--- src/dst_consts.svh ---
/*
 * Constants of the dual system timer: register indices, control field
 * positions, reset values and widths.
 * Assumes inclusion by bare name from the package and the design modules.
 */
`ifndef DST_CONSTS_SVH
`define DST_CONSTS_SVH

// Printed offsets are register indices; byte address is four times each
`define DST_IDX_SECOND_LO   8'hAC
`define DST_IDX_SECOND_HI   8'hAD
`define DST_IDX_FIRST_LO    8'hAE
`define DST_IDX_FIRST_HI    8'hAF
`define DST_IDX_CONTROL     8'hCF

`define DST_ADDR_W          12
`define DST_CNT_W           16
`define DST_NUM_TIMERS      2
`define DST_CTRL_RESET      8'h00
`define DST_CNT_RESET       16'h0000
`define DST_CNT_MAX         16'hFFFF

// Field offsets inside one timer's nibble of the control register
`define DST_FLD_IEN         0
`define DST_FLD_RUN         1
`define DST_FLD_MODE        2
`define DST_FLD_FLAG        3
`define DST_NIBBLE_W        4

`endif

--- src/dst_pkg.sv ---
/*
 * Types shared by the dual system timer modules.
 * Assumes dst_consts.svh is on the include path.
 */
`default_nettype none
`include "dst_consts.svh"

package dst_pkg;
    typedef logic [7:0] dst_byte_t;
    typedef logic [`DST_CNT_W-1:0] dst_count_t;
    typedef enum logic {DST_APB_IDLE, DST_APB_ACCESS} dst_apb_state_e;
endpackage
`default_nettype wire

--- src/dst_apb_port.sv ---
/*
 * APB slave front end: address decode, one wait-free access phase,
 * read data and error capture.
 * Assumes an APB master that holds the request until pready.
 */
`timescale 1ns/1ps
`default_nettype none
`include "dst_consts.svh"

module dst_apb_port
    import dst_pkg::*;
(
    input  wire logic                  core_clk,
    input  wire logic                  resetn,
    input  wire logic                  psel,
    input  wire logic                  penable,
    input  wire logic                  pwrite,
    input  wire logic [`DST_ADDR_W-1:0] paddr,
    input  wire dst_byte_t             rd_byte,
    output logic [4:0]                 reg_sel,
    output logic                       wr_en,
    output logic                       pready,
    output logic                       pslverr,
    output logic [31:0]                prdata
);
    dst_apb_state_e state_reg;
    logic           setup;

    // Address passed in, so each decode follows paddr as it changes
    function automatic logic hit(input logic [`DST_ADDR_W-1:0] a,
                                 input logic [7:0]             idx);
        hit = (a == {2'b00, idx, 2'b00});
    endfunction

    assign reg_sel[0] = hit(paddr, `DST_IDX_FIRST_LO);
    assign reg_sel[1] = hit(paddr, `DST_IDX_FIRST_HI);
    assign reg_sel[2] = hit(paddr, `DST_IDX_SECOND_LO);
    assign reg_sel[3] = hit(paddr, `DST_IDX_SECOND_HI);
    assign reg_sel[4] = hit(paddr, `DST_IDX_CONTROL);

    assign setup = psel && !penable;
    assign wr_en = psel && penable && pwrite && pready && !pslverr;

    always_ff @(posedge core_clk or negedge resetn) begin
        if (!resetn) begin
            state_reg <= DST_APB_IDLE;
            pready    <= 1'b0;
        end else begin
            unique case (state_reg)
                DST_APB_IDLE: begin
                    if (setup) begin
                        state_reg <= DST_APB_ACCESS;
                        pready    <= 1'b1;
                    end
                end
                DST_APB_ACCESS: begin
                    state_reg <= DST_APB_IDLE;
                    pready    <= 1'b0;
                end
            endcase
        end
    end

    // Read data is the byte seen at the setup edge; no snapshot of the pair
    always_ff @(posedge core_clk or negedge resetn) begin
        if (!resetn) begin
            prdata  <= 32'h0000_0000;
            pslverr <= 1'b0;
        end else if (setup) begin
            prdata  <= pwrite ? 32'h0000_0000 : {24'h00_0000, rd_byte};
            pslverr <= (reg_sel == 5'h00);
        end
    end
endmodule
`default_nettype wire

--- src/dst_counter.sv ---
/*
 * One 16-bit system timer: counter, reload store and byte writes.
 * Assumes one-cycle write strobes from the register file and core_clk
 * as its only count source.
 */
`timescale 1ns/1ps
`default_nettype none
`include "dst_consts.svh"

module dst_counter
    import dst_pkg::*;
(
    input  wire logic      core_clk,
    input  wire logic      resetn,
    input  wire logic      run,
    input  wire logic      reload_mode,
    input  wire logic      wr_lo,
    input  wire logic      wr_hi,
    input  wire dst_byte_t wdata,
    output dst_count_t     count,
    output logic           wrap
);
    dst_count_t count_reg;
    dst_count_t reload_reg;
    logic       load_cnt;

    assign load_cnt = !reload_mode && (wr_lo || wr_hi);
    // A counter load beats the increment and cancels a coinciding wrap
    assign wrap     = run && !load_cnt && (count_reg == `DST_CNT_MAX);
    assign count    = count_reg;

    always_ff @(posedge core_clk or negedge resetn) begin
        if (!resetn) begin
            count_reg <= `DST_CNT_RESET;
        end else if (load_cnt) begin
            if (wr_lo) begin
                count_reg[7:0] <= wdata;
            end
            if (wr_hi) begin
                count_reg[15:8] <= wdata;
            end
        end else if (wrap) begin
            count_reg <= reload_mode ? reload_reg : `DST_CNT_RESET;
        end else if (run) begin
            count_reg <= count_reg + 16'h0001;
        end
    end

    always_ff @(posedge core_clk or negedge resetn) begin
        if (!resetn) begin
            reload_reg <= `DST_CNT_RESET;
        end else if (reload_mode) begin
            if (wr_lo) begin
                reload_reg[7:0] <= wdata;
            end
            if (wr_hi) begin
                reload_reg[15:8] <= wdata;
            end
        end
    end

    a_halt_holds: assert property (
        @(posedge core_clk) disable iff (!resetn)
        (!run && !load_cnt) |=> (count_reg == $past(count_reg)))
        else $error("stopped counter moved");

    a_count_step: assert property (
        @(posedge core_clk) disable iff (!resetn)
        (run && !load_cnt && count_reg != `DST_CNT_MAX)
        |=> (count_reg == $past(count_reg) + 16'h0001))
        else $error("running counter did not step by one");

    a_reload_wrap: assert property (
        @(posedge core_clk) disable iff (!resetn)
        (wrap && reload_mode) |=> (count_reg == $past(reload_reg)))
        else $error("reload value not taken on overflow");

    a_free_wrap: assert property (
        @(posedge core_clk) disable iff (!resetn)
        (wrap && !reload_mode) |=> (count_reg == `DST_CNT_RESET))
        else $error("free-run counter did not wrap to zero");

    a_reload_store: assert property (
        @(posedge core_clk) disable iff (!resetn)
        (reload_mode && wr_hi)
        |=> (reload_reg[15:8] == $past(wdata)) && (count_reg[15:8]
            != $past(wdata) || $past(count_reg[15:8]) == $past(wdata)
            || $past(run)))
        else $error("reload-mode write missed reload store or hit count");

    a_free_load: assert property (
        @(posedge core_clk) disable iff (!resetn)
        (!reload_mode && wr_lo) |=> (count_reg[7:0] == $past(wdata)))
        else $error("free-run write did not load the counter");
endmodule
`default_nettype wire

--- src/dst_timer_pair.sv ---
/*
 * Dual 16-bit system timer with shared control register over APB.
 * Assumes one clock, core_clk at 250 MHz, asynchronous active-low resetn,
 * and an APB master on the register side.
 */
// Decided for this implementation: register access over APB.
`timescale 1ns/1ps
`default_nettype none
`include "dst_consts.svh"

module dst_timer_pair
    import dst_pkg::*;
(
    input  wire logic                   core_clk,
    input  wire logic                   resetn,
    input  wire logic                   psel,
    input  wire logic                   penable,
    input  wire logic                   pwrite,
    input  wire logic [`DST_ADDR_W-1:0] paddr,
    input  wire logic [31:0]            pwdata,
    output logic                        pready,
    output logic [31:0]                 prdata,
    output logic                        pslverr,
    output logic                        first_irq,
    output logic                        second_irq
);
    localparam int NT = `DST_NUM_TIMERS;

    logic [4:0]  reg_sel;
    logic        wr_en;
    dst_byte_t   rd_byte;
    dst_byte_t   wbyte;
    dst_byte_t   ctrl_reg;
    dst_count_t  count_w [NT];
    logic [NT-1:0] wrap_w;
    logic [NT-1:0] irq_reg;
    logic        ctrl_wr;

    assign wbyte   = pwdata[7:0];
    assign ctrl_wr = wr_en && reg_sel[4];

    dst_apb_port u_apb (
        .core_clk (core_clk),
        .resetn   (resetn),
        .psel     (psel),
        .penable  (penable),
        .pwrite   (pwrite),
        .paddr    (paddr),
        .rd_byte  (rd_byte),
        .reg_sel  (reg_sel),
        .wr_en    (wr_en),
        .pready   (pready),
        .pslverr  (pslverr),
        .prdata   (prdata)
    );

    // Timer i owns control nibble i and byte registers 2i (low), 2i+1 (high)
    genvar gi;
    generate
        for (gi = 0; gi < NT; gi++) begin : g_timer
            localparam int B = gi * `DST_NIBBLE_W;
            dst_counter u_cnt (
                .core_clk    (core_clk),
                .resetn      (resetn),
                .run         (ctrl_reg[B + `DST_FLD_RUN]),
                .reload_mode (ctrl_reg[B + `DST_FLD_MODE]),
                .wr_lo       (wr_en && reg_sel[2*gi]),
                .wr_hi       (wr_en && reg_sel[2*gi + 1]),
                .wdata       (wbyte),
                .count       (count_w[gi]),
                .wrap        (wrap_w[gi])
            );
        end
    endgenerate

    // Overflow set wins over a software clear in the same cycle
    always_ff @(posedge core_clk or negedge resetn) begin
        if (!resetn) begin
            ctrl_reg <= `DST_CTRL_RESET;
        end else begin
            for (int i = 0; i < NT; i++) begin
                if (ctrl_wr) begin
                    ctrl_reg[i*4 +: 3] <= wbyte[i*4 +: 3];
                end
                if (wrap_w[i]) begin
                    ctrl_reg[i*4 + `DST_FLD_FLAG] <= 1'b1;
                end else if (ctrl_wr) begin
                    ctrl_reg[i*4 + `DST_FLD_FLAG] <=
                        wbyte[i*4 + `DST_FLD_FLAG];
                end
            end
        end
    end

    // Request follows flag and enable one cycle late, from a flop
    always_ff @(posedge core_clk or negedge resetn) begin
        if (!resetn) begin
            irq_reg <= '0;
        end else begin
            for (int i = 0; i < NT; i++) begin
                irq_reg[i] <= ctrl_reg[i*4 + `DST_FLD_FLAG]
                    && ctrl_reg[i*4 + `DST_FLD_IEN];
            end
        end
    end

    assign first_irq  = irq_reg[0];
    assign second_irq = irq_reg[1];

    // Live count bytes; the pair is not coherent across two reads
    always_comb begin
        rd_byte = 8'h00;
        unique case (1'b1)
            reg_sel[0]: rd_byte = count_w[0][7:0];
            reg_sel[1]: rd_byte = count_w[0][15:8];
            reg_sel[2]: rd_byte = count_w[1][7:0];
            reg_sel[3]: rd_byte = count_w[1][15:8];
            reg_sel[4]: rd_byte = ctrl_reg;
            default:    rd_byte = 8'h00;
        endcase
    end

    a_flag_sets: assert property (
        @(posedge core_clk) disable iff (!resetn)
        wrap_w[0] |=> ctrl_reg[`DST_FLD_FLAG] [*2] or
        (ctrl_reg[`DST_FLD_FLAG] ##1 1'b1))
        else $error("first overflow flag not set");

    a_flag_sticky: assert property (
        @(posedge core_clk) disable iff (!resetn)
        (ctrl_reg[4 + `DST_FLD_FLAG] && !ctrl_wr)
        |=> ctrl_reg[4 + `DST_FLD_FLAG])
        else $error("second overflow flag dropped without a write");

    a_irq_gate: assert property (
        @(posedge core_clk) disable iff (!resetn)
        ##1 (first_irq == $past(ctrl_reg[`DST_FLD_FLAG]
            && ctrl_reg[`DST_FLD_IEN])))
        else $error("first interrupt not gated by flag and enable");

    a_read_live: assert property (
        @(posedge core_clk) disable iff (!resetn)
        (psel && !penable && !pwrite && reg_sel[3])
        |=> (prdata[7:0] == $past(count_w[1][15:8])) && pready)
        else $error("high byte read did not return live count");

    a_unmapped_err: assert property (
        @(posedge core_clk) disable iff (!resetn)
        (psel && !penable && reg_sel == 5'h00) |=> (pslverr && pready))
        else $error("unmapped access not flagged");

    a_second_sets: assert property (
        @(posedge core_clk) disable iff (!resetn)
        wrap_w[1] |=> ctrl_reg[4 + `DST_FLD_FLAG])
        else $error("second overflow flag not set");

    a_flag_clear: assert property (
        @(posedge core_clk) disable iff (!resetn)
        (ctrl_wr && !wrap_w[0])
        |=> (ctrl_reg[`DST_FLD_FLAG] == $past(wbyte[`DST_FLD_FLAG])))
        else $error("first overflow flag did not take the written value");

    a_ctrl_fields: assert property (
        @(posedge core_clk) disable iff (!resetn)
        ctrl_wr |=> (ctrl_reg[6:4] == $past(wbyte[6:4]))
            && (ctrl_reg[2:0] == $past(wbyte[2:0])))
        else $error("control fields did not take the written value");

    a_fields_hold: assert property (
        @(posedge core_clk) disable iff (!resetn)
        !ctrl_wr |=> (ctrl_reg[6:4] == $past(ctrl_reg[6:4]))
            && (ctrl_reg[2:0] == $past(ctrl_reg[2:0])))
        else $error("control fields changed without a write");

    a_second_gate: assert property (
        @(posedge core_clk) disable iff (!resetn)
        ##1 (second_irq == $past(ctrl_reg[4 + `DST_FLD_FLAG]
            && ctrl_reg[4 + `DST_FLD_IEN])))
        else $error("second interrupt not gated by flag and enable");

    a_read_first_lo: assert property (
        @(posedge core_clk) disable iff (!resetn)
        (psel && !penable && !pwrite && reg_sel[0])
        |=> (prdata[7:0] == $past(count_w[0][7:0])) && pready)
        else $error("low byte read did not return live count");

    // No wait states: ready stands for the access cycle only
    a_ready_pulse: assert property (
        @(posedge core_clk) disable iff (!resetn)
        pready |=> !pready)
        else $error("ready stood longer than one cycle");
endmodule
`default_nettype wire

--- config.mk ---
export PLATFORM = sky130hd
export DESIGN_NAME = dst_timer_pair
export DESIGN_NICKNAME = d
export VERILOG_FILES = /design/src/dst_pkg.sv /design/src/dst_apb_port.sv /design/src/dst_counter.sv /design/src/dst_timer_pair.sv
export VERILOG_INCLUDE_DIRS = /design/src
export SDC_FILE = /design/constraint.sdc
export NUM_CORES = 1
export LEC_CHECK = 0
export ABC_AREA = 1
export BUFFER_PORTS_ARGS = -buffer_cell sky130_fd_sc_hd__buf_2
export CORE_ASPECT_RATIO = 1.75
export CORE_MARGIN = 2
export CORE_UTILIZATION = 40
export DETAILED_ROUTE_END_ITERATION = 6
export MAX_ROUTING_LAYER = met4
export PLACE_DENSITY = 0.57
export SETUP_SLACK_MARGIN = 0.02
export SLEW_MARGIN = 5
export SYNTH_ARGS = -nofsm -noshare
export SYNTH_HDL_FRONTEND = slang
export SYNTH_SLANG_ARGS = --single-unit
--- constraint.sdc ---
create_clock -name core_clk -period 3.5 [get_ports core_clk]
set_input_delay 0.35 -clock core_clk [delete_from_list [all_inputs] [get_ports core_clk]]
set_output_delay 0.35 -clock core_clk [all_outputs]
set_load 0.01 [all_outputs]
==> results.rst <==
.. list-table::
   :header-rows: 1

   * - Metric
     - Value
   * - Status
     - finished with violations
   * - Violations in the final reports
     - negative hold slack
   * - Synth area leader
     - sky130_fd_sc_hd__dfrtp_1
   * - Unique cell type count in the Yosys netlist
     - 37
   * - Crit path capture
     - g_timer[0].u_cnt.count[13]
   * - Predominant post-synthesis flop cell
     - sky130_fd_sc_hd__dfrtp_1
   * - Worst-Margin Slew
     - 757 ps
   * - Via-to-Cell Ratio
     - 5.28
   * - Clock tree root buffer cell
     - sky130_fd_sc_hd__clkbuf_16
   * - Per-instance average area after synthesis
     - 7.31 um^2
   * - Layout net count
     - 850
   * - Crit share post-route
     - 0.703
   * - Worst flop-to-flop path startpoint
     - u_apb.pslverr
   * - Final critical-path required period
     - 2460 ps
   * - Routed wire length
     - 16500 um
   * - Maximum ir drop on the vdd rail
     - 228 uV
   * - Syn. warnings
     - 0
   * - Maximum number of pins on one net before global-route repair
     - 42
   * - First-pass GRT wire length
     - 26400 um
   * - Count of endpoints failing setup in the final report
     - 0
   * - Latest clock arrival within the worst-skew pair
     - 350 ps
   * - Die outline width
     - 93.9 um
   * - Detail Route Antenna Nets
     - 0
   * - Maximum net fanout on the critical path
     - 17
   * - Top area cells in the synthesized netlist
     - sky130_fd_sc_hd__dfrtp_1 38%, sky130_fd_sc_hd__nand2_1 13%, sky130_fd_sc_hd__nor2_1 6.6%
   * - Maximum root-to-sink buffer count
     - 2
   * - Count of port buffers added during placement
     - 36
   * - Clock tree from TritonCTS
     - built
   * - Initial core utilization
     - 0.409
   * - Leakage power of the design
     - 3.10 nW
   * - Count of pins over their slew limit
     - 0
   * - Initial DRC count
     - 342
   * - Register area share after synthesis
     - 0.376
   * - Summed area of non-filler cells in the final layout
     - 6130 um^2
   * - Element type at the critical path end
     - flop
   * - Residual overflow from global routing
     - 0
   * - Hold buffers post-CTS
     - 0
   * - Clock-pin slew on the worst setup and hold paths
     - 70 ps
   * - Critical path startpoint category
     - flop
   * - TritonCTS Buffers
     - 9
   * - Final hold violations
     - 9
   * - Count of flip-flops with a built-in enable after synthesis
     - 0
   * - Top Ports
     - 85
   * - Internal power
     - 0.00151 W
   * - Placeable core area
     - 13800 um^2
   * - Most common cell after layout, fill and taps aside
     - sky130_fd_sc_hd__nand2_1
   * - Type of the most critical hold path
     - primary input to async pin
   * - Remaining DRCs
     - 0
   * - Reg-to-reg critical path endpoint
     - g_timer[0].u_cnt.count[13]
   * - Start-to-end type of the worst setup path
     - flop to flop
   * - Final Util
     - 0.443
   * - Max H-tree Level
     - 3
   * - Number of filler instances in the final layout
     - 1444
   * - Fraction of power spent switching nets
     - 0.248
   * - Unrepaired setup endpoints after global routing
     - no
   * - Crit path arrival time
     - 2690 ps
   * - Antenna violations before repair
     - 0
   * - Synthesized area
     - 5660 um^2
   * - Synthesized instance count
     - 775
   * - Global Route Usage Sum
     - 0.235
   * - Via Count
     - 5179
   * - Share of flip-flops with an asynchronous set or reset
     - 1.00
   * - Number of core rows
     - 57
   * - Setup skew after layout
     - 7.82 ps
   * - Post-detailed-route wirelength per cell
     - 16.8 um
   * - Critical Path RT
     - 3730 ps
   * - Post-CTS Setup Inserts
     - 0
   * - Count of inserted antenna diode cells
     - 0
   * - Worst hold slack
     - -29.5 ps
   * - Post-CTS resize count
     - 0
   * - Die Footprint
     - 15200 um^2
   * - Number of synthesized register bits
     - 85
   * - Share of post-route cells with drive strength above 1
     - 0.136
   * - Number of detailed-route iterations in the first pass
     - 5
   * - RD Place Congestion
     - 1.05
   * - Via count of the first global-routing pass
     - 4984
   * - Headroom to the max-slew limit
     - 0.494
   * - Maximum frequency from static timing analysis
     - 406 MHz
   * - Placed cell areas
     - 5860 um^2
   * - Part of the total power dissipated in the clock network
     - 0.456
   * - Flop2flop setup slack
     - 1040 ps
   * - Most frequent cells in the layout
     - 191 x sky130_fd_sc_hd__nand2_1, 100 x sky130_fd_sc_hd__nor2_1, 85 x sky130_fd_sc_hd__dfrtp_1
   * - Y dimension of the die
     - 161 um
   * - Area share of the largest cell type after synthesis
     - 0.376
   * - Register-to-Register Path Depth
     - 10
   * - Net switching power figure
     - 0.000497 W
   * - Worst setup path startpoint
     - u_apb.pslverr
   * - Total power density per cell area
     - 327 nW/um^2
   * - Final setup TNS
     - 0 ps
   * - Logic gate share of total power
     - 0.050
   * - Area growth syn-to-layout
     - 8.35%
   * - Max-cap check violation count
     - 0
   * - Share of total power in sequential cells
     - 0.494
   * - Detailed-placement wirelength estimate
     - 12700 um
   * - Total clock sinks
     - 85
-- layer usage --
metal,GRT usage,share of wire
met1,0.259,0.39
met2,0.414,0.54
met3,0.0313,0.038
met4,0.104,0.036
met5,-,0
-- through the flow --
| stage | setup WS (ps) | hold slack (ps) | cells | total power [W] |
|---|---|---|---|---|
| floorplan | 1810 | 54.4 | 798 | 0.00108 |
| global placement | 960 | 376 | 965 | 0.00111 |
| detailed placement | 929 | 382 | 965 | 0.00112 |
| CTS | 1060 | 4.29 | 981 | 0.00203 |
| global route | 770 | 17.2 | 981 | 0.00208 |
| finish | 1040 | -29.5 | 981 | 0.00201 |
-- cells by family after synthesis --
family | count (synthesis) | synth area share
buffers and inverters | 130 | 0.112
AND/OR/NAND/NOR | 435 | 0.367
flip-flops | 85 | 0.376
AO/OA/AOI/OAI | 95 | 0.0983
adder cells (fa/ha/maj) | 2 | 0.00442
other | 1 | 0.000662
XOR/XNOR | 27 | 0.0418
-- how the worst min path moves through the flow --
stage,from,endpoint,slack [ps],depth (start not counted)
finish,resetn,g_timer[0].u_cnt.reload_reg[2],-30,1
global route,resetn,g_timer[0].u_cnt.reload_reg[15],20,1
global placement,resetn,g_timer[0].u_cnt.reload_reg[2],380,1
detailed placement,resetn,g_timer[0].u_cnt.reload_reg[2],380,1
CTS,resetn,g_timer[0].u_cnt.reload_reg[2],4,1
floorplan,resetn,ctrl_reg[0],50,0
-- power groups by stage --
stage / Sequential [W] / Clock [W] / Combinational, W
detailed placement: 0.00101 / 0 / 0.000104
CTS: 0.000992 / 0.000934 / 0.000105
floorplan: 0.00101 / 0 / 0.0000654
finish: 0.000992 / 0.000915 / 0.000101
global route: 0.000992 / 0.000970 / 0.000116
global placement: 0.00101 / 0 / 0.000103
-- cell type report --
class	count	area [um^2]	area share
flip-flops and latches	85	2130	0.347
well taps	177	221	0.0361
multi-input cells	583	2990	0.487
clock inverters	5	36.3	0.00591
inverters	78	293	0.0477
repair buffers	42	228	0.0371
clock buffers	11	243	0.0396
-- cells in the mapped netlist (all sizes together), types with 2 or more instances --
master / number
clkbuf: 12
nand3b: 3
a21boi: 2
dfrtp: 85
o221ai: 6
ha: 2
nand2: 196
o22ai: 5
inv: 78
xnor2: 4
o21ai: 51
nand3: 65
xor2: 23
nor2: 124
a21oi: 30
nand4: 42
nor3: 3
buf: 40
-- worst max-delay path, stage by stage (launching register included) --
cell                      delay, ps
sky130_fd_sc_hd__dfrtp_1        370
sky130_fd_sc_hd__inv_1           70
sky130_fd_sc_hd__nand2_1         60
sky130_fd_sc_hd__nor2_2         570
sky130_fd_sc_hd__nand3_1        140
sky130_fd_sc_hd__nand2_1        100
sky130_fd_sc_hd__nand2_1        410
sky130_fd_sc_hd__nand3_4        380
sky130_fd_sc_hd__nand2_1         90
sky130_fd_sc_hd__nand3_1         80
sky130_fd_sc_hd__a21oi_1         70
Power figures use the tool's default switching activity.
